$ cat config.mk
export PLATFORM = sky130hd
export DESIGN_NAME = lsal_top
export DESIGN_NICKNAME = d
export VERILOG_FILES = /design/src/lsal_pkg.sv /design/src/lsal_limit_cmp.sv /design/src/lsal_sticky_bit.sv /design/src/lsal_top.sv
export VERILOG_INCLUDE_DIRS = /design/src
export SDC_FILE = /design/constraint.sdc
export NUM_CORES = 1
export LEC_CHECK = 0
export BUFFER_PORTS_ARGS = -buffer_cell sky130_fd_sc_hd__buf_4
export CORE_AREA = 2 2 191 193
export CTS_CLUSTER_DIAMETER = 50
export DETAILED_ROUTE_END_ITERATION = 7
export DIE_AREA = 0 0 193 195
export PLACE_DENSITY = 0.76
export SETUP_SLACK_MARGIN = 0.1
export SYNTH_ARGS = -nofsm -noshare
export SYNTH_HDL_FRONTEND = slang
export SYNTH_SLANG_ARGS = --single-unit
$ cat constraint.sdc
create_clock -name clock_i -period 3.81 [get_ports clock_i]
set_input_delay 0.381 -clock clock_i [delete_from_list [all_inputs] [get_ports clock_i]]
set_output_delay 0.381 -clock clock_i [all_outputs]
set_load 0.03 [all_outputs]
$ cat src/lsal_cfg.svh
`ifndef LSAL_CFG_SVH
`define LSAL_CFG_SVH
// ****************************************
// register offsets
// ****************************************
`define LSAL_ADDR_CFG 8'h40
`define LSAL_ADDR_ST_LO 8'h41
`define LSAL_ADDR_ST_HI 8'h42
`define LSAL_ADDR_TLIM_FIRST 8'h44
`define LSAL_ADDR_TLIM_LAST 8'h57
`define LSAL_ADDR_FMIN_FIRST 8'h58
`define LSAL_ADDR_FMIN_LAST 8'h5f
`define LSAL_ADDR_FMAX_FIRST 8'h60
`define LSAL_ADDR_FMAX_LAST 8'h67
`define LSAL_ADDR_MASK_LO 8'h72
`define LSAL_ADDR_MASK_HI 8'h73
// ****************************************
// field positions and reset values
// ****************************************
`define LSAL_BIT_GO 0
`define LSAL_BIT_SUMMARY 7
`define LSAL_BIT_BELOW 3
`define LSAL_RST_TLO 8'h81
`define LSAL_RST_THI 8'h7f
`define LSAL_RST_FMIN 16'hffff
`define LSAL_RST_FMAX 16'h0000
`define LSAL_RST_CFG 8'h00
`define LSAL_RST_MASK 8'h00
`endif

$ cat src/lsal_pkg.sv
package lsal_pkg;
    // round-robin sequencer states
    typedef enum logic [1:0] {
        lsal_idle = 2'b00, // monitoring stopped
        lsal_req = 2'b01, // ask for a measurement
        lsal_wait = 2'b10 // wait for the result
    } lsal_seq_t;
    // register access from the serial bus engine
    typedef struct packed {
        logic rd; // one-cycle read strobe
        logic wr; // one-cycle write strobe
        logic [7:0] addr; // register offset
        logic [7:0] wdata; // write byte
    } lsal_reg_req_t;
    // one finished measurement
    typedef struct packed {
        logic valid; // one-cycle result strobe
        logic [15:0] value; // temp in [7:0] or tach period
    } lsal_meas_t;
endpackage

$ cat src/lsal_limit_cmp.sv
`timescale 1ns/100ps
// ****************************************
// one channel against its two limits
// ****************************************
module lsal_limit_cmp (
    input wire logic is_temp_i, // channel is a temperature
    input wire logic [15:0] value_i, // measured value
    input wire logic [15:0] lo_i, // low limit or tach min
    input wire logic [15:0] hi_i, // high limit or tach max
    output logic fault_o // value out of range
);
    logic signed [7:0] t_val; // signed temperature
    logic signed [7:0] t_lo; // signed low limit
    logic signed [7:0] t_hi; // signed high limit
    assign t_val = $signed(value_i[7:0]);
    assign t_lo = $signed(lo_i[7:0]);
    assign t_hi = $signed(hi_i[7:0]);
    // temp high is strict, temp low includes equality, tach both strict; a long tach
    // period means a slow fan, a short one overspeed
    always_comb begin
        if (is_temp_i) begin
            fault_o = (t_val > t_hi) || (t_val <= t_lo);
        end else begin
            fault_o = (value_i > lo_i) || (value_i < hi_i);
        end
    end
endmodule

$ cat src/lsal_sticky_bit.sv
`timescale 1ns/100ps
// ****************************************
// one sticky status flag
// ****************************************
module lsal_sticky_bit (
    input wire logic clock_i, // system clock
    input wire logic rst_n_i, // async reset, active low
    input wire logic set_i, // fault seen this cycle
    input wire logic cond_i, // fault still present
    input wire logic rd_clr_i, // owning register read
    output logic flag_o // sticky flag
);
    logic flag_q; // flag state
    // set beats the read-clear so no event is lost
    always_ff @(posedge clock_i or negedge rst_n_i) begin
        if (!rst_n_i) begin
            flag_q <= 1'b0;
        end else if (set_i) begin
            flag_q <= 1'b1;
        end else if (rd_clr_i && !cond_i) begin
            flag_q <= 1'b0;
        end
    end
    assign flag_o = flag_q;
endmodule

$ cat src/lsal_top.sv
`timescale 1ns/100ps
`include "lsal_cfg.svh"
// How it works
// - measure channels round-robin, then compare
// - high fault only when strictly above
// - temp low fault when at or below; tach strict
// - out of range sets status bit
// - status bits stay set until read
// - read clears only bits whose fault left
// - summary bit shows any second-register bit
// - mask stops alert, status still sets
// - summary and below-minimum never alert
// - alert low while unmasked source flagged
// - alert has no disable beyond masks
// - compare only while monitor_go is set
// - first status bits 0-6 temps 1-7
// - second status bits 4-7 fans 1-4
// - second status bits 0-2 temps 8-10
// - bit 3 flags below zone minimum
// - first mask bits 0-6 temps 1-7
// - second mask fans 4-7, temps 0-2
// - temperatures compare as signed bytes
// - long tach period slow, short overspeed
// - temp limits reset to 0x81, 0x7f
module lsal_top (
    input wire logic clock_i, // 125 MHz system clock
    input wire logic rst_n_i, // async reset, active low
    input wire lsal_pkg::lsal_reg_req_t reg_req_i, // reg access
    output logic [7:0] reg_rdata_o, // read data, registered
    output logic meas_req_o, // start next measurement
    output logic [3:0] meas_chan_o, // channel to measure
    input wire lsal_pkg::lsal_meas_t meas_i, // result
    input wire logic below_tmin_i, // temps below zone min
    output logic monitor_go_o, // monitoring enabled
    output logic alert_o, // alert pin level
    output logic alert_oe_o // alert pin pulled low
);
    // ****************************************
    // constants and state
    // ****************************************
    localparam int NTEMP = 10; // temperature channels
    localparam int NFAN = 4; // fan tach channels
    localparam int NCH = NTEMP + NFAN; // channels in the ring
    localparam int NST = NCH + 1; // sticky flags incl. below
    localparam logic [3:0] LAST_CH = 4'(NCH - 1); // wrap point
    logic [7:0] cfg_q; // config register, bit 0 go
    logic [6:0] mask_lo_q; // first mask register
    logic [7:0] mask_hi_q; // second mask register
    logic [7:0] tlo_q [NTEMP]; // temp low limits
    logic [7:0] thi_q [NTEMP]; // temp high limits
    logic [15:0] fmin_q [NFAN]; // tach min-speed limits
    logic [15:0] fmax_q [NFAN]; // tach max-speed limits
    logic [NCH-1:0] cond_q; // latest comparison results
    logic [NST-1:0] stick; // sticky flags
    logic [NST-1:0] set_v; // set pulses per flag
    logic [NST-1:0] cond_v; // live fault per flag
    logic [NST-1:0] clr_v; // read-clear per flag
    logic [NST-1:0] mask_v; // mask aligned with flags
    lsal_pkg::lsal_seq_t seq_q; // sequencer state
    logic [3:0] chan_q; // channel being measured
    logic [7:0] rdata_q; // read data register
    logic alert_q; // alert drive
    logic go; // monitor_go bit
    logic upd; // result accepted this cycle
    logic is_temp; // current channel is temp
    logic [15:0] lim_lo; // selected low or min limit
    logic [15:0] lim_hi; // selected high or max limit
    logic fault; // comparator result
    logic [7:0] st_lo; // first status register view
    logic [7:0] st_hi; // second status register view
    logic rd_lo; // read of first status register
    logic rd_hi; // read of second status register
    logic [7:0] rd_mux; // combinational read value
    logic [7:0] ta_off; // offset into temp limits
    logic [7:0] fn_off; // offset into min limits
    logic [7:0] fx_off; // offset into max limits
    logic [3:0] tmp_idx; // current temp index
    logic [1:0] fan_idx; // current fan index

    assign go = cfg_q[`LSAL_BIT_GO];
    assign monitor_go_o = go;
    assign ta_off = reg_req_i.addr - `LSAL_ADDR_TLIM_FIRST;
    assign fn_off = reg_req_i.addr - `LSAL_ADDR_FMIN_FIRST;
    assign fx_off = reg_req_i.addr - `LSAL_ADDR_FMAX_FIRST;

    // ****************************************
    // register writes
    // ****************************************
    // config and masks; the alert pin itself has no enable
    always_ff @(posedge clock_i or negedge rst_n_i) begin
        if (!rst_n_i) begin
            cfg_q <= `LSAL_RST_CFG;
            mask_lo_q <= 7'h00;
            mask_hi_q <= `LSAL_RST_MASK;
        end else if (reg_req_i.wr) begin
            if (reg_req_i.addr == `LSAL_ADDR_CFG) begin
                cfg_q <= reg_req_i.wdata;
            end else if (reg_req_i.addr == `LSAL_ADDR_MASK_LO) begin
                mask_lo_q <= reg_req_i.wdata[6:0];
            end else if (reg_req_i.addr == `LSAL_ADDR_MASK_HI) begin
                mask_hi_q <= reg_req_i.wdata & 8'hf7;
            end
        end
    end

    // limit registers; tach limits are written a byte at a
    // time, low byte at the even offset
    always_ff @(posedge clock_i or negedge rst_n_i) begin
        if (!rst_n_i) begin
            for (int i = 0; i < NTEMP; i++) begin
                tlo_q[i] <= `LSAL_RST_TLO;
                thi_q[i] <= `LSAL_RST_THI;
            end
            for (int i = 0; i < NFAN; i++) begin
                fmin_q[i] <= `LSAL_RST_FMIN;
                fmax_q[i] <= `LSAL_RST_FMAX;
            end
        end else if (reg_req_i.wr) begin
            if (reg_req_i.addr >= `LSAL_ADDR_TLIM_FIRST &&
                reg_req_i.addr <= `LSAL_ADDR_TLIM_LAST) begin
                if (ta_off[0]) begin
                    thi_q[ta_off[4:1]] <= reg_req_i.wdata;
                end else begin
                    tlo_q[ta_off[4:1]] <= reg_req_i.wdata;
                end
            end else if (reg_req_i.addr >= `LSAL_ADDR_FMIN_FIRST &&
                         reg_req_i.addr <= `LSAL_ADDR_FMIN_LAST) begin
                if (fn_off[0]) begin
                    fmin_q[fn_off[2:1]][15:8] <= reg_req_i.wdata;
                end else begin
                    fmin_q[fn_off[2:1]][7:0] <= reg_req_i.wdata;
                end
            end else if (reg_req_i.addr >= `LSAL_ADDR_FMAX_FIRST &&
                         reg_req_i.addr <= `LSAL_ADDR_FMAX_LAST) begin
                if (fx_off[0]) begin
                    fmax_q[fx_off[2:1]][15:8] <= reg_req_i.wdata;
                end else begin
                    fmax_q[fx_off[2:1]][7:0] <= reg_req_i.wdata;
                end
            end
        end
    end

    // ****************************************
    // round-robin sequencer
    // ****************************************
    // a drop of monitor_go abandons the pending result
    always_ff @(posedge clock_i or negedge rst_n_i) begin
        if (!rst_n_i) begin
            seq_q <= lsal_pkg::lsal_idle;
            chan_q <= 4'h0;
        end else begin
            case (seq_q)
                lsal_pkg::lsal_idle: begin
                    if (go) begin
                        seq_q <= lsal_pkg::lsal_req;
                    end
                end
                lsal_pkg::lsal_req: begin
                    seq_q <= go ? lsal_pkg::lsal_wait
                                : lsal_pkg::lsal_idle;
                end
                lsal_pkg::lsal_wait: begin
                    if (!go) begin
                        seq_q <= lsal_pkg::lsal_idle;
                    end else if (meas_i.valid) begin
                        seq_q <= lsal_pkg::lsal_req;
                        chan_q <= (chan_q == LAST_CH) ? 4'h0
                                  : chan_q + 4'h1;
                    end
                end
                default: begin
                    seq_q <= lsal_pkg::lsal_idle;
                end
            endcase
        end
    end

    assign meas_req_o = (seq_q == lsal_pkg::lsal_req) && go;
    assign meas_chan_o = chan_q;
    assign upd = (seq_q == lsal_pkg::lsal_wait) && go
                 && meas_i.valid;

    // ****************************************
    // limit comparison
    // ****************************************
    assign is_temp = chan_q < 4'(NTEMP);
    assign tmp_idx = is_temp ? chan_q : 4'h0;
    assign fan_idx = is_temp ? 2'h0 : 2'(chan_q - 4'(NTEMP));
    assign lim_lo = is_temp ? {8'h00, tlo_q[tmp_idx]}
                            : fmin_q[fan_idx];
    assign lim_hi = is_temp ? {8'h00, thi_q[tmp_idx]}
                            : fmax_q[fan_idx];

    lsal_limit_cmp u_cmp (
        .is_temp_i(is_temp),
        .value_i(meas_i.value),
        .lo_i(lim_lo),
        .hi_i(lim_hi),
        .fault_o(fault)
    );

    // latest result per channel, used by the read-clear
    always_ff @(posedge clock_i or negedge rst_n_i) begin
        if (!rst_n_i) begin
            cond_q <= '0;
        end else if (upd) begin
            cond_q[chan_q] <= fault;
        end
    end

    // ****************************************
    // sticky status flags
    // ****************************************
    // flag order: temps 1-10, fans 1-4, then below-minimum
    assign rd_lo = reg_req_i.rd &&
                   (reg_req_i.addr == `LSAL_ADDR_ST_LO);
    assign rd_hi = reg_req_i.rd &&
                   (reg_req_i.addr == `LSAL_ADDR_ST_HI);
    genvar g;
    generate
        for (g = 0; g < NST; g++) begin : g_flag
            if (g < NCH) begin : g_ch
                assign set_v[g] = upd && fault
                                  && (chan_q == 4'(g));
                assign cond_v[g] = cond_q[g];
            end else begin : g_below
                assign set_v[g] = go && below_tmin_i;
                assign cond_v[g] = below_tmin_i;
            end
            assign clr_v[g] = (g < 7) ? rd_lo : rd_hi;
            lsal_sticky_bit u_flag (
                .clock_i(clock_i),
                .rst_n_i(rst_n_i),
                .set_i(set_v[g]),
                .cond_i(cond_v[g]),
                .rd_clr_i(clr_v[g]),
                .flag_o(stick[g])
            );
        end
    endgenerate

    // register views of the flags
    assign st_hi = {stick[13:10], stick[14], stick[9:7]};
    assign st_lo = {|st_hi, stick[6:0]};

    // ****************************************
    // register reads
    // ****************************************
    always_comb begin
        rd_mux = 8'h00; // unmapped offsets read zero
        if (reg_req_i.addr == `LSAL_ADDR_CFG) begin
            rd_mux = cfg_q;
        end else if (reg_req_i.addr == `LSAL_ADDR_ST_LO) begin
            rd_mux = st_lo;
        end else if (reg_req_i.addr == `LSAL_ADDR_ST_HI) begin
            rd_mux = st_hi;
        end else if (reg_req_i.addr >= `LSAL_ADDR_TLIM_FIRST &&
                     reg_req_i.addr <= `LSAL_ADDR_TLIM_LAST) begin
            rd_mux = ta_off[0] ? thi_q[ta_off[4:1]]
                               : tlo_q[ta_off[4:1]];
        end else if (reg_req_i.addr >= `LSAL_ADDR_FMIN_FIRST &&
                     reg_req_i.addr <= `LSAL_ADDR_FMIN_LAST) begin
            rd_mux = fn_off[0] ? fmin_q[fn_off[2:1]][15:8]
                               : fmin_q[fn_off[2:1]][7:0];
        end else if (reg_req_i.addr >= `LSAL_ADDR_FMAX_FIRST &&
                     reg_req_i.addr <= `LSAL_ADDR_FMAX_LAST) begin
            rd_mux = fx_off[0] ? fmax_q[fx_off[2:1]][15:8]
                               : fmax_q[fx_off[2:1]][7:0];
        end else if (reg_req_i.addr == `LSAL_ADDR_MASK_LO) begin
            rd_mux = {1'b0, mask_lo_q};
        end else if (reg_req_i.addr == `LSAL_ADDR_MASK_HI) begin
            rd_mux = mask_hi_q;
        end
    end

    // data is latched on the same edge that clears flags,
    // so the host sees the value from before the clear
    always_ff @(posedge clock_i or negedge rst_n_i) begin
        if (!rst_n_i) begin
            rdata_q <= 8'h00;
        end else if (reg_req_i.rd) begin
            rdata_q <= rd_mux;
        end
    end
    assign reg_rdata_o = rdata_q;

    // ****************************************
    // alert pin
    // ****************************************
    // below-minimum is forced masked; the summary is not a flag
    assign mask_v = {1'b1, mask_hi_q[7:4], mask_hi_q[2:0],
                     mask_lo_q};
    // registered so the open-drain enable never glitches
    always_ff @(posedge clock_i or negedge rst_n_i) begin
        if (!rst_n_i) begin
            alert_q <= 1'b0;
        end else begin
            alert_q <= |(stick & ~mask_v);
        end
    end
    assign alert_o = 1'b0; // open drain only pulls low
    assign alert_oe_o = alert_q;
endmodule

# Word level (Yosys, flattened, before mapping)
# Cells that the tools add are included.
# Widths: inputs -> output; s select.
[totals]
register_bits = 354
input_bits = 38
word_cells = 296
out_inout_bits = 16
[op_classes]
order_cmp = 21
bitwise = 12
n_reduce_logical = 88
n_mux = 97
eq_ne = 22
addsub = 5
[op_table]
columns = ["op", "n"]
rows = [
  ["$bwmux 64", 4],
  ["$mux 16", 12],
  ["$mux 8", 22],
  ["$bwmux 80", 2],
  ["$bmux 16 s2", 4],
  ["$bmux 8 s4", 4],
  ["$demux 16 s2", 4],
  ["$mux 64", 2],
  ["$logic_and 1x1->1", 43],
  ["$eq 8x7->1 const B", 5],
  ["$demux 8 s4", 1],
  ["$mux 1", 32],
  ["$reduce_bool 2->1", 15],
  ["$eq 4x4->1 const B", 6],
  ["$ge 8x7->1 const B", 3],
  ["$le 8x7->1 const B", 3],
  ["$eq 4x3->1 const B", 4],
  ["$gt 16x16->1", 1],
  ["$lt 16x16->1", 1],
  ["$and 15x15->15", 1],
  ["$logic_not 1->1", 15],
  ["$not 15->15", 1],
  ["$reduce_and 3->1", 5],
  ["$reduce_or 15->1", 1],
  ["other kinds (33)", 54],
]

# Depth between registers and ports, before layout
# Gate-level depths: netlist of run 1.
[logic_depth]
ltp_word = 13
ltp_mapped = 17
mapped_depth_nobuf = 13

# Modules after synthesis
# From an unflattened synthesis of run 1, not the netlist that was laid out.
[unflattened]
hier_cells = 1595
hier_area_um2 = 20239.4
[by_module_without_submodules]
columns = ["module", "area_per_inst_um2", "cells_per_inst", "seq_area_each_um2", "instances"]
rows = [
  ["lsal_top", 18756.7, 1431, 8675.8, 1],
  ["lsal_limit_cmp", 900.9, 119, 0.0, 1],
  ["lsal_sticky_bit", 38.8, 3, 25.0, 15],
]

# Least setup slack after synthesis of run 1
# OpenSTA, ideal clock, no wires.
[synth_timing]
kind = "register -> register"
startpoint = "reg chan_q[2] (netlist: meas_chan_o[2])"
endpoint = "reg cond_q[11]"
stages_incl_launch_ff = 17
slack_ps = -142
arrival_ps = 3811
cell_sequence = "dfrtp_1 -> o21a_1 -> buf_2 -> nor2_1 -> buf_4 -> buf_2 -> mux2_2 -> a222oi_1 -> nand2_1 -> o41ai_1 -> ha_1 -> nor2b_1 -> o211ai_1 -> a21oi_1 -> o311a_1 -> a2111oi_4 -> o21ai_0"
[synth_between]
elab_chain_len = 11
[synth_rtl]
columns = ["element", "line", "text"]
rows = [
  ["start: declaration", "lsal_top.sv:60", "logic [3:0] chan_q;"],
  ["start signal: assignment", "lsal_top.sv:168", "chan_q <= (chan_q == LAST_CH) ? 4'h0"],
  ["$lt 4x4->1", "lsal_top.sv:187", "assign is_temp = chan_q < 4'(NTEMP);"],
  ["$mux 4 / $mux 2 (equally long branches)", "lsal_top.sv:188, lsal_top.sv:189", ""],
  ["$not 4->5 (implied by the code) / $not 2->3 (equally long branches)", "--", ""],
  ["$bmux 8 s4, or another cell as far along", "lsal_top.sv:190", "assign lim_lo = is_temp ? {8'h00, tlo_q[tmp_idx]}"],
  ["$mux 8 (implied by the code), or another cell as far along (2 in a row)", "lsal_top.sv:190", ""],
  ["$mux 16 (on tied branches)", "lsal_top.sv:190, lsal_top.sv:192", ""],
  ["$gt 16x16->1, or another cell as far along", "lsal_limit_cmp.sv:24", "fault_o = (value_i > lo_i) || (value_i < hi_i);"],
  ["$logic_or 1x1->1 (on tied branches)", "lsal_limit_cmp.sv:24, lsal_limit_cmp.sv:22", ""],
  ["$mux 1", "lsal_limit_cmp.sv:21", "if (is_temp_i) begin"],
  ["$bwmux 14 *", "lsal_top.sv:208", "cond_q[chan_q] <= fault;"],
  ["end signal: indexed assignment", "lsal_top.sv:208", ""],
  ["end: declaration", "lsal_top.sv:53", "logic [NCH-1:0] cond_q;"],
]
# Mark *: on every way between the ends. The rest lies on a longest branch, timed or not. The select of a mux whose other input is x is not followed.
# A chain may end at the register's enable or synchronous reset.

# Final worst setup path of run 1
[layout_timing]
startpoint = "reg chan_q[2] (netlist: meas_chan_o[2])"
endpoint = "reg g_flag[11].u_flag.flag_q"
[layout_between]
elab_chain_len = 13
[layout_rtl]
columns = ["element", "line", "text"]
rows = [
  ["$lt 4x4->1", "lsal_top.sv:187", ""],
  ["$mux 4 / $mux 2 (equally long branches)", "lsal_top.sv:188, lsal_top.sv:189", ""],
  ["$not 4->5 (implied by the code) / $not 2->3 (equally long branches)", "--", ""],
  ["$bmux 8 s4, or another cell as far along", "lsal_top.sv:190", ""],
  ["$mux 8 (implied by the code), or another cell as far along (2 in a row)", "lsal_top.sv:190", ""],
  ["$mux 16 (on tied branches)", "lsal_top.sv:190, lsal_top.sv:192", ""],
  ["$gt 16x16->1, or another cell as far along", "lsal_limit_cmp.sv:24", ""],
  ["$logic_or 1x1->1 (on tied branches)", "lsal_limit_cmp.sv:24, lsal_limit_cmp.sv:22", ""],
  ["$mux 1", "lsal_limit_cmp.sv:21", ""],
  ["$logic_and 1x1->1", "lsal_top.sv:224", "assign set_v[g] = upd && fault"],
  ["$logic_and 1x1->1 *", "lsal_top.sv:225", "&& (chan_q == 4'(g));"],
  ["$mux 1 / $reduce_bool 2->1 (equally long branches)", "--", ""],
  ["end signal: assignment", "lsal_sticky_bit.sv:17", "flag_q <= 1'b0;"],
  ["end signal: assignment", "lsal_sticky_bit.sv:19", "flag_q <= 1'b1;"],
  ["end signal: assignment", "lsal_sticky_bit.sv:21", "flag_q <= 1'b0;"],
  ["end: declaration", "lsal_sticky_bit.sv:13", "logic flag_q;"],
]
# Marks and branches as above.

==> results list, run 1 <==
- The design draws 0.00902 W.
- Fill cells in the final layout number 2694.
* Number of clock buffers inserted by TritonCTS: 44
- The worst path uses 95.4% of the clock period.
- Clock Sinks: 354
* Count of antenna diodes in the layout: 0
* Placement Setup Slack: -0.0247 ns
- Clock slew at the register clock pins of the worst setup and hold paths: 0.06 ns
- Of the cells placed in the final design, the portion with a size suffix greater than 1 is 49.5%.
* Kind of capture point of the worst setup path: register
- Data on the critical path arrives at its endpoint at 4.08 ns.
- For this run, the leading register cell type out of synthesis is dfrtp_1.
- TritonCTS built the clock tree.
- Critical path buffer and inverter count: 3
- The cell sitting at the root of the clock tree is a clkbuf_16.
* Clk Latency, worst-skew pair: 0.57 ns
* Peak Freq: 275 MHz
- No sink is reached through more buffers than the 3 on the longest clock path.
- The worst hold path begins at below_tmin_i.
- In the routed layout, each cell is associated on average with a via count of 6.86.
* Relative area change from synthesis to final layout: 14.0%
- The slowest stage of the critical path is the dfrtp_2 cell.
- Measured against its own limit, the worst slew margin works out to 48.8%.
- Initial antenna violation count: 3
- For this run the aggregate overflow at the end of global routing stands at 0.
* Power density over the cells: 394 nW/µm²
- The number of global-route vias before repair came to 14900.
- Detailed placement finished with a half-perimeter wire length of 43.9 mm.
- In this run, the number of DRC markers left after iteration 0 of detailed routing was 1409.
- ANT nets after route: 0
- Number of buffer cells added on primary ports: 52
- Crit-path max FO: 11
* Critical path startpoint category: register
* Peak VDD IR: 0.386 mV
- Seq/Total Area, Yosys: 45.1%
- The path class of the tightest hold or removal check is in -> reg.
* Leak Pwr: 9.78 nW
- Vert. Die Dim: 195 µm
- At the worst endpoint, the required time is 4.25 ns.
- In this run the number of H-tree levels came out at 2.
* Setup slack on the worst flop-to-flop path: 0.18 ns
- On the worst path, the slowest cell contributes a delay of 0.44 ns.
- WL final: 62.7 mm
- Die Outline Area: 37600 µm²
- Total number of nets in the final design: 1755
- Count of final setup violators: 0
- Number of maximum-capacitance constraint violations: 0
* Classification of the worst setup path: reg -> reg
- Worst hold slack: 0.0333 ns
- Grouping stages by cell kind, the critical path spends the most delay in compound AO/OA/AOI/OAI gates.
- The path with the worst hold slack has its endpoint at g_flag[14].u_flag.flag_o$_DFFE_PN0P_.
- Post-synthesis cell type count: 77
- After detailed routing, the number of remaining DRC violations is 0.
* Cell depth of the worst hold path: 3
- Setup repair after global routing missed its margin: true
- Counting cells, the worst reg-to-reg path comes to 15.
- First-pass detailed-route iteration total: 5
- The final route contains 14900 vias.
* Crit Reg-Reg Endpoint: g_flag[11].u_flag.flag_o$_DFFE_PN0P_
* I/O pin cnt: 54
- Pins Over Slew Limit: 0
* Cell row count: 69
* Number of warnings issued by yosys: 0
- FFs w/ async S/R, synth: 100%
* Core Box Area: 35400 µm²
- Post-synthesis instance area: 20100 µm²
- The first global-routing pass estimated 95.0 mm of wire.
- Maximum number of pins on one net before global-route repair: 96
* Most common library cell in the layout ignoring fill and taps: mux2_2
* Post-synthesis register bit count: 354
* Highest-count cells in the layout ignoring fill and taps: mux2_2, dfrtp_1, dfstp_2, nand2_1, buf_4
* Synthesized instance count: 1611
* Syn avg cell area: 12.5 µm²
* Worst flop-to-flop path startpoint: meas_chan_o[2]$_DFFE_PN0P_
* Net Count, Synth: 1685
- The final number of hold-violating endpoints was 0.
* Average wire per cell in the routed design: 28.8 µm
- Yosys mapped a number of flops with a built-in enable equal to 0.
- The congestion estimate from routability-driven global placement came to 0.965.
- Adding up every negative setup slack in the final design gives 0 ns.
- After layout, the worst setup slack is 0.176 ns.
- Global routing used 34.1% of the available tracks across all layers.
* Actual transition at the worst max-transition pin: 0.759 ns
- Tmin final: 3.63 ns
- Worst Clk Skew: 0.0207 ns
* Ordered cell list for the critical path: buf_4 > buf_12 > nand2b_1 > or2_2 > a211oi_2 > a311oi_2 > a21oi_1 > ha_1 > a21o_1 > a21oi_2 > nor2b_1 > o311a_1 > a2111oi_4 > buf_6 > o21ai_1
* DIE WIDTH: 193 µm
- Initial cell density of the core: 56.7%
- Status: finished, final reports clean
==> worst min-delay path, cell delays in order <==
cell,delay (ns)
buf_4,0.08
nand2_1,0.04
nand2_1,0.05
==> cell families (layout without fill, tap and decap cells) <==
family	Yosys count	count (layout)	share of synthesized area, %
simple gates	310	310	8.12
buf+inv	143	247	3.28
fa+ha+maj	36	36	2.24
flops	354	354	45.1
compound gates	294	294	9.80
xor+xnor	2	2	0.0873
other cells	1	1	0.0187
mux	471	471	31.3
==> synthesized netlist by cell type, types with 6 or more instances <==
| cell type | count | area share, % |
|---|---|---|
| buf_6 | 8 | 0.45 |
| or3_1 | 6 | 0.19 |
| nand2_1 | 146 | 2.7 |
| buf_4 | 8 | 0.30 |
| nor2_1 | 47 | 0.88 |
| a31oi_1 | 9 | 0.28 |
| o22ai_1 | 22 | 0.69 |
| o221ai_1 | 9 | 0.39 |
| nor3_1 | 7 | 0.17 |
| nand2b_1 | 9 | 0.28 |
| nand3_1 | 8 | 0.20 |
| buf_1 | 6 | 0.11 |
| nand4_1 | 10 | 0.31 |
| clkbuf_1 | 67 | 1.3 |
| a21oi_1 | 56 | 1.4 |
| mux2i_1 | 51 | 2.5 |
| o211ai_1 | 6 | 0.22 |
| mux4_2 | 93 | 10 |
| dfstp_2 | 154 | 20 |
| o21ai_0 | 75 | 1.9 |
| dfrtp_1 | 200 | 25 |
| nor2b_1 | 24 | 0.75 |
| a221oi_1 | 19 | 0.83 |
| nor3_4 | 8 | 0.65 |
| mux2_2 | 327 | 18 |
| a211oi_1 | 14 | 0.52 |
| ha_1 | 36 | 2.2 |
| a22oi_1 | 20 | 0.75 |
| inv_1 | 28 | 0.52 |
| o31ai_1 | 9 | 0.34 |
| buf_2 | 25 | 0.62 |
==> metal layers <==
layer / vias up / global-route usage [%] / routed length, µm
met5: - / 0 / 24
met4: 4 / 13.7 / 2620
met3: 156 / 7.03 / 5510
met2: 774 / 51.9 / 28700
met1: 7779 / 48.0 / 25800
li1: 6220 / - / -
==> area by class of cell <==
type	count	area, µm²	share of cell area [%]
Multi-Input combinational cell	1114	10500	46.0
Sequential cell	354	9060	39.6
Clock buffer	61	1240	5.40
Timing Repair Buffer	138	1230	5.38
Tap cell	461	577	2.52
Clock inverter	19	158	0.689
Inverter	29	109	0.476
==> registers in the layout, summed over array words and instances, names as in the netlist <==
signal	flops
alert_oe_o	1
cfg_q	8
cond_q	14
fmax_q	64
fmin_q	64
g_flag.u_flag.flag_o	15
mask_hi_q	7
mask_lo_q	7
meas_chan_o	4
reg_rdata_o	8
seq_q	2
thi_q	80
tlo_q	80
==> power by group <==
group	total, W	switching (W)	internal, W
Combinational	0.000901	0.000524	0.000376
Clock	0.00402	0.00167	0.00236
Sequential	0.00410	0.000127	0.00397
==> how the worst max path moves through the flow <==
stage                                     startpoint                              endpoint  slack [ns]  cells past startpoint
after detailed placement  meas_chan_o[2]$_DFFE_PN0P_                cond_q[11]$_DFFE_PN0P_       -0.02                     15
after global placement    meas_chan_o[2]$_DFFE_PN0P_  g_flag[11].u_flag.flag_o$_DFFE_PN0P_        0.14                     15
after global routing      meas_chan_o[2]$_DFFE_PN0P_   g_flag[5].u_flag.flag_o$_DFFE_PN0P_        0.04                     15
after floorplan           meas_chan_o[1]$_DFFE_PN0P_                cond_q[11]$_DFFE_PN0P_        0.11                     13
after CTS                 meas_chan_o[1]$_DFFE_PN0P_                cond_q[11]$_DFFE_PN0P_        0.09                     15
final                     meas_chan_o[2]$_DFFE_PN0P_  g_flag[11].u_flag.flag_o$_DFFE_PN0P_        0.18                     15
==> stage by stage <==
step,std cells,utilization (%),instance area (µm²)
3_3_place_gp,2076,59.8,21200
5_1_grt,2176,64.6,22900
3_5_place_dp,2076,59.8,21200
6_report,2176,64.6,22900
2_1_floorplan,1611,-,20100
4_1_cts,2160,63.9,22600
==> repair_timing <==
action | 4_1_cts | 5_1_grt
gates resized for setup | 8 | 36
pin swaps | 2 | 15
gates cloned | 0 | 2
hold endpoints to repair | 60 | 0
endpoints found under the setup margin | 8 | 28
setup buffers | 3 | 14
hold buffers | 1 | 0
Power figures use the tool's default switching activity.
==> run 2: changes to the inputs <==
- BUFFER_PORTS_ARGS: -buffer_cell sky130_fd_sc_hd__buf_4 -> not set
- CAP_MARGIN: not set -> 20
- CORE_AREA: 2 2 191 193 -> 2 2 189 191
- DIE_AREA: 0 0 193 195 -> 0 0 191 193
- DONT_BUFFER_PORTS: not set -> 1
- PLACE_DENSITY: 0.76 -> not set
- PLACE_DENSITY_LB_ADDON: not set -> 0.3
==> run 2 against run 1 <==
  * The flow now finishes with violations (hold timing)
  * Non-clock buffer count down 35
  * Global-route usage up 1.3 points
  * Combinational power down 19%
  * Sequential share of layout area up 0.36 points
  * Via count about the same
  * Cell area down 0.87%
  * Count of clock-buffer cells in the layout down 9
  * Worst setup slack worse by 0.0057 ns
==> results list, run 2 (synthesis gave the netlist of run 1 again) <==
- The initialized floorplan defines 69 standard-cell rows.
- Sequential cells account for 46.1% of the total power.
- I/O pin cnt: 54
- Dividing the final minimum period by the clock period gives 95.5%.
* Clock Sinks: 354
- Residual DRC: 0
* Status: finished with violations
* Clock Path Buffers: 3
* ANT nets after route: 0
- Portion of total power attributed to combinational logic: 8.2%
* Worst flop-to-flop path startpoint: meas_chan_o[2]$_DFFE_PN0P_
- Peak Freq: 275 MHz
* Final worst slack: 0.171 ns
- Crit Reg-Reg Endpoint: g_flag[13].u_flag.flag_o$_DFFE_PN0P_
- Power density over the cells: 392 nW/µm²
* Crit-path max FO: 8
* Count of final setup violators: 0
- Across every metal layer, demand over resource in global routing totals 35.4%.
* Post-route standard cell area excluding fillers: 22700 µm²
- Tmin final: 3.64 ns
- The initial antenna violation count came to 3.
* Master of the slowest instance on the critical path: mux4_2
* Critical Path RT: 4.22 ns
- Vert. Die Dim: 193 µm
* Cells on worst reg2reg path: 15
* First-pass detailed-route iteration total: 6
* Area after detailed placement: 20600 µm²
* Pins Over Slew Limit: 0
- Crit path DAT: 4.05 ns
- Kind of capture point of the worst setup path: register
- For this run, the share of the core covered by cells in the final layout is 64.9%.
- DIE WIDTH: 191 µm
- Final Hold Violating Endpoints: 337
- TritonCTS created 41 clock buffers.
* Number of DRC markers in iteration 0: 1795
- In this design, the stage delay of the slowest critical-path cell is 0.48 ns.
- Clock power frac: 45.7%
- WL final: 65.2 mm
- Entering global routing, the biggest net connects 355 pins.
- The signal on the critical path passes through o21a_4 > nor2_4 > buf_6 > buf_4 > mux4_2 > mux2_2 > o21ai_1 > ha_1 > nand4_1 > or2_2 > or3_1 > o31a_1 > a2111oi_4 > buf_4 > o21ai_0.
- The floorplan step defined a core boundary enclosing 35000 µm².
- Clock slew at the register clock pins of the worst setup and hold paths: 0.07 ns
- Internal power comes to 0.00677 W.
- Fraction of layout instances using a drive strength above 1: 47.0%
- Dividing the detail-routed wire length by the instance count gives 30.5 µm.
- Worst Clk Skew: 0.0197 ns
- Violations in the final reports: hold timing
* Number of global-route vias before repair: 14600
* Launch point of the worst path: meas_chan_o[2]$_DFFE_PN0P_
- Leaving out fill and tap cells, the most frequent cell in the layout is mux2_2.
- Worst hold slack: -0.451 ns
- Clk Latency, worst-skew pair: 0.54 ns
- Via count: 14900
* Relative area change from synthesis to final layout: 13.0%
- OpenSTA, run right after detailed placement, puts the worst setup slack at 0.0271 ns.
- By instance count, the cell type seen most on the critical path is buf_4.
* Path category of the worst min-delay check: in -> async
* Setup_tns: 0 ns
- H-Tree Level Count: 2
- Net Sw Frac: 23.9%
* Critical path startpoint category: register
* Remaining global-route overflow: 0
- The cell sitting at the root of the clock tree is a clkbuf_16.
* Leak Pwr: 9.60 nW
- Actual transition at the worst max-transition pin: 1.17 ns
- TritonCTS clock tree: yes
- The die covers 36900 µm².
- The setup check on the worst reg-to-reg path leaves a slack of 0.17 ns.
- In this run the tightest slew margin relative to its limit is 21.8%.
- Peak VDD IR: 0.311 mV
* Highest-count cells in the layout ignoring fill and taps: mux2_2, dfrtp_1, dfstp_2, nand2_1, mux4_2
* Number of maximum-capacitance constraint violations: 0
- The congestion estimate from routability-driven global placement came to 0.958.
- The largest registers in the layout are thi_q x80, tlo_q x80.
- Classification of the worst setup path: reg -> reg
- Final HPWL from detailed placement: 41.1 mm
- Wire length of the first global-routing pass: 95.4 mm
* Total number of nets in the final design: 1717
- Setup repair after global routing missed its margin: true
- The count of buffers added on input and output ports is 0.
- For this configuration, the core starts out at a cell density of 57.4%.
- Routed vias/inst: 7.00
- Net switching component of the power: 0.00212 W
==> run 2: changes by cell type in the layout (fill, tap and decap cells not counted), moves of 5 or more <==
cell,before,now
dlygate4sd3_1,1,19
buf_4,117,61
o21ai_0,66,72
clkbuf_1,11,6
==> run 2: power groups by stage <==
stage          logic, W  registers [W]  clock network, W
6_report       0.000727        0.00410           0.00407
3_3_place_gp   0.000582        0.00414                 0
3_5_place_dp   0.000596        0.00415                 0
4_1_cts        0.000676        0.00409           0.00409
2_1_floorplan  0.000542        0.00410                 0
5_1_grt        0.000764        0.00411           0.00426
==> run 2: layout make-up <==
cell class | count | area (µm²)
Antenna cell | 1 | 2.50
Clock buffer | 52 | 1120
Clock inverter | 21 | 273
Fill cell | 2584 | 12300
Inverter | 29 | 109
Multi-Input combinational cell | 1114 | 10500
Sequential cell | 354 | 9060
Tap cell | 461 | 577
Timing Repair Buffer | 103 | 1070
==> run 2: worst max path at each step <==
stage	end	cells after the start
after floorplan	cond_q[11]$_DFFE_PN0P_	13
after global placement	g_flag[13].u_flag.flag_o$_DFFE_PN0P_	15
after detailed placement	g_flag[10].u_flag.flag_o$_DFFE_PN0P_	14
after CTS	cond_q[13]$_DFFE_PN0P_	15
after global routing	cond_q[4]$_DFFE_PN0P_	17
final	g_flag[13].u_flag.flag_o$_DFFE_PN0P_	15
==> run 2: worst max-delay path: cells and delay by family, from the launching register on <==
kind / cells / cell delay (ns)
AO/OA/AOI/OAI: 5 / 0.78
adder cells (fa/ha/maj): 1 / 0.21
buffers and inverters: 3 / 0.44
flip-flops: 1 / 0.45
multiplexers: 2 / 0.76
AND/OR/NAND/NOR: 4 / 0.86
==> run 2: routing by layer <==
layer	share of wire, %	wire length (µm)	up-vias	track usage, %
met5	0.020	13	-	0
met4	5.8	3760	2	18.5
met3	11	7200	211	9.92
met2	45	29200	913	53.1
met1	38	25000	7657	47.3
li1	-	-	6164	-
==> run 2: per-stage QoR <==
stage                     power (W)  std cells
final                       0.00890       2135
after global routing        0.00914       2134
after floorplan             0.00465       1611
after global placement      0.00472       2013
after detailed placement    0.00475       2013
after CTS                   0.00886       2108
==> run 2: repair_timing <==
| action | 4_1_cts | 5_1_grt |
|---|---|---|
| cloned | 0 | 2 |
| gates resized for setup | 4 | 22 |
| pin swaps | 2 | 14 |
| endpoints found under the hold margin | 517 | 358 |
| endpoints found under the setup margin | 6 | 28 |
| hold buffers | 20 | 2 |
| buffers inserted | 2 | 18 |
==> run 3: changes to the inputs <==
- GPL_TIMING_DRIVEN: not set -> 0
==> run 3 against run 2 <==
  * The flow finishes with violations (hold timing, setup timing)
  * Combinational power increased by 14%
  * Clock skew barely moved
  * Critical path depth rose by 1
  * Cell area increased by 0.33%
  * Count of clock-buffer cells in the layout grew 8
  * Sequential share of layout area decreased by 0.14 points
  * Final cell count up 2.1%
  * Via count rose by 4.0%
  * Sequential power is essentially flat
  * Critical endpoint is now g_flag[12].u_flag.flag_o$_DFFE_PN0P_
==> results list, run 3 (synthesis gave the netlist of run 1 again) <==
* Status: finished with violations
- The checks that failed: hold timing, setup timing.
- Pins Over Slew Limit: 0
- Of the cells placed in the final design, the portion with a size suffix greater than 1 is 46.5%.
- Clock power frac: 46.9%
- Residual DRC: 0
- STA classifies the critical path endpoint as a register.
* TritonCTS clock tree: yes
- The detailed router finished its first iteration with 2131 violations.
- Once layout is complete, the utilization of the core stands at 65.1%.
- On the final layout, the worst clock skew is 0.0202 ns.
* Post-route clock period utilization: 107%
* Launch point of the worst path: meas_chan_o[2]$_DFFE_PN0P_
- Max-cap violations in this run came to 0.
- Core Box Area: 35000 µm²
- Row generation in the floorplan step produced 69 rows.
* Worst hold slack: -0.472 ns
* Net switching component of the power: 0.00233 W
* Worst flop-to-flop path startpoint: meas_chan_o[2]$_DFFE_PN0P_
* Critical Path RT: 4.24 ns
- Initial antenna violation count: 3
* Placement Setup Slack: -1.85 ns
* Most common library cell in the layout ignoring fill and taps: mux2_2
- Via count: 15600
- The first global-routing pass estimated 103 mm of wire.
- Classification of the worst setup path: reg -> reg
- The slowest stage of the critical path belongs to the cell dfrtp_2.
* Remaining global-route overflow: 0
* Hold bufs inserted after CTS: 1
* Power density over the cells: 408 nW/µm²
- Kind of cell with the highest combined delay on the critical path: compound AO/OA/AOI/OAI gates
- Routed vias/inst: 7.14
- Crit-path max FO: 8
- The die covers 36900 µm².
- ANT nets after route: 0
- Average wire per cell in the routed design: 32.6 µm
- GR Util met3: 8.96%
- Area of the multi-input gates: 10600 µm²
* FF+latch area: 9060 µm²
* Clock Path Buffers: 3
- Vert. Die Dim: 193 µm
* Final GP Congestion: 1.06
- Clock Sinks: 354
- Setup total negative slack on the finished layout was measured at -4.53 ns.
- Summing internal, switching and leakage power gives 0.00928 W.
- The final number of hold-violating endpoints came to 330.
- Summed over all cells, the static leakage comes to 9.58 nW.
* Critical path startpoint category: register
- Net Sw Frac: 25.1%
* WL final: 71.0 mm
* Final worst slack: -0.255 ns
- At the pin with the least slew margin, the transition time is 1.09 ns.
- Met2 GRT Util: 56.7%
- The largest registers in the layout are thi_q x80, tlo_q x80.
- Counting both buffers and inverters, the worst setup path holds a total of 4.
- Number of global-route vias before repair: 15200
* Peak Freq: 246 MHz
- Compared with the post-synthesis result, the final layout area differs by 13.4%.
- Setup repair after global routing could not meet its margin everywhere.
* Delay of the slowest critical-path stage: 0.52 ns
* Count of final setup violators: 28
- Clk Latency, worst-skew pair: 0.57 ns
- TritonCTS created 44 clock buffers.
* Final HPWL from detailed placement: 50.8 mm
- Initial cell density of the core: 57.4%
- Total number of nets in the final design: 1753
- H-Tree Level Count: 2
- Portion of total power attributed to combinational logic: 9.0%
- Global routing consumed, over all layers together, 39.1% of the routing resources.
- Global routing met1 resource utilization: 52.5%
- Tmin final: 4.07 ns
* Ordered cell list for the critical path: o21a_1 > buf_12 > nor2_4 > buf_12 > buf_4 > mux4_2 > mux2_2 > o21ai_4 > ha_4 > nand4_1 > or2_4 > or3_1 > o31a_1 > a2111oi_4 > buf_6 > o21ai_0
* Maximum number of pins on one net before global-route repair: 355
- Leaving out fill and tap cells, the most frequent cells in the layout are mux2_2, dfrtp_1, dfstp_2, nand2_1, mux4_2.
* Sequential power share: 44.2%
- DIE WIDTH: 191 µm
* Peak-usage layer in the global routing report: met2
- Internal Pwr Total: 0.00695 W
* Crit path DAT: 4.50 ns
- Path category of the worst min-delay check: in -> async
* Most frequent cell on the critical path: buf_12
- Counting the fill cells in the layout gives 2630.
- Root buf cell: clkbuf_16
- I/O pin cnt: 54
- First-pass detailed-route iteration total: 7
- Across the VDD grid, the largest voltage drop is 0.486 mV.
* Slew HR: 27.4%
- The count of buffers added on input and output ports is 0.
- After clock tree synthesis, the clock-pin slew on the worst setup and hold paths is 0.06 ns.
## run 3: changes by cell type in the layout (fill, tap and decap cells not counted), moves of 4 or more
| cell | before | now |
|---|---|---|
| clkbuf_2 | 0 | 8 |
| buf_1 | 0 | 4 |
| buf_2 | 0 | 13 |
| clkbuf_8 | 5 | 9 |
| a211oi_2 | 0 | 4 |
| dlygate4sd3_1 | 19 | 1 |
| buf_12 | 13 | 6 |
| clkbuf_4 | 0 | 4 |
| o21ai_0 | 72 | 68 |
| clkbuf_1 | 6 | 60 |
| buf_4 | 61 | 26 |
| buf_6 | 5 | 15 |
| a211oi_1 | 14 | 10 |
## run 3: final timing paths
path | endpoint | slack (ns) | cells after the start
setup / recovery | g_flag[12].u_flag.flag_o$_DFFE_PN0P_ | -0.26 | 16
hold / removal | seq_q[1]$_DFFE_PN0P_ | -0.47 | 0
setup reg to reg | g_flag[12].u_flag.flag_o$_DFFE_PN0P_ | -0.26 | 16
hold reg to reg | seq_q[0]$_DFFE_PN0P_ | 0.48 | 1
max in group asynchronous | tlo_q[60]$_DFFE_PN0P_ | 3.77 | 0
min in group clock_i | seq_q[0]$_DFFE_PN0P_ | 0.08 | 2
## run 3: layer usage
metal,share of wire (%),wire length [µm]
met5,0.018,13
met4,8.1,5740
met3,11,7730
met2,43,30300
met1,38,27200
## run 3: power by group through the flow
stage,clock [W],combinational [W],sequential [W]
floorplan,0,0.000542,0.00410
global placement,0,0.000759,0.00414
detailed placement,0,0.000775,0.00415
CTS,0.00437,0.000795,0.00409
global route,0.00452,0.000867,0.00411
finish,0.00435,0.000832,0.00410
## run 3: timing repair
item	CTS	global route
setup endpoints to repair	29	31
hold endpoints to repair	355	354
resized for setup	81	24
pin swaps	16	7
setup buffers	15	5
cloned	0	1
## run 3: final cells by class
cell class	count	area share (%)
antenna	3	0.0330
buffer	114	3.08
clock buffer	60	5.59
clock inverter	22	1.07
inverter	29	0.478
multi-input combinational	1114	46.4
sequential	354	39.8
tap	461	2.54
timing repair buffer	22	1.01
## run 3: metrics by stage
| step | area [µm²] | instances |
|---|---|---|
| 6_report | 22800 | 2179 |
| 5_1_grt | 22700 | 2176 |
| 4_1_cts | 22600 | 2170 |
| 3_5_place_dp | 20700 | 2072 |
| 3_3_place_gp | 20700 | 2072 |
| 2_1_floorplan | 20100 | 1611 |
## run 3: worst reg2reg max path, stage by stage (launching register included)
cell and delay [ns]:
dfrtp_2 0.52, o21a_1 0.24, buf_12 0.15, nor2_4 0.18
buf_12 0.17, buf_4 0.12, mux4_2 0.49, mux2_2 0.33
o21ai_4 0.21, ha_4 0.17, nand4_1 0.10, or2_4 0.27
or3_1 0.31, o31a_1 0.14, a2111oi_4 0.29, buf_6 0.20
o21ai_0 0.09
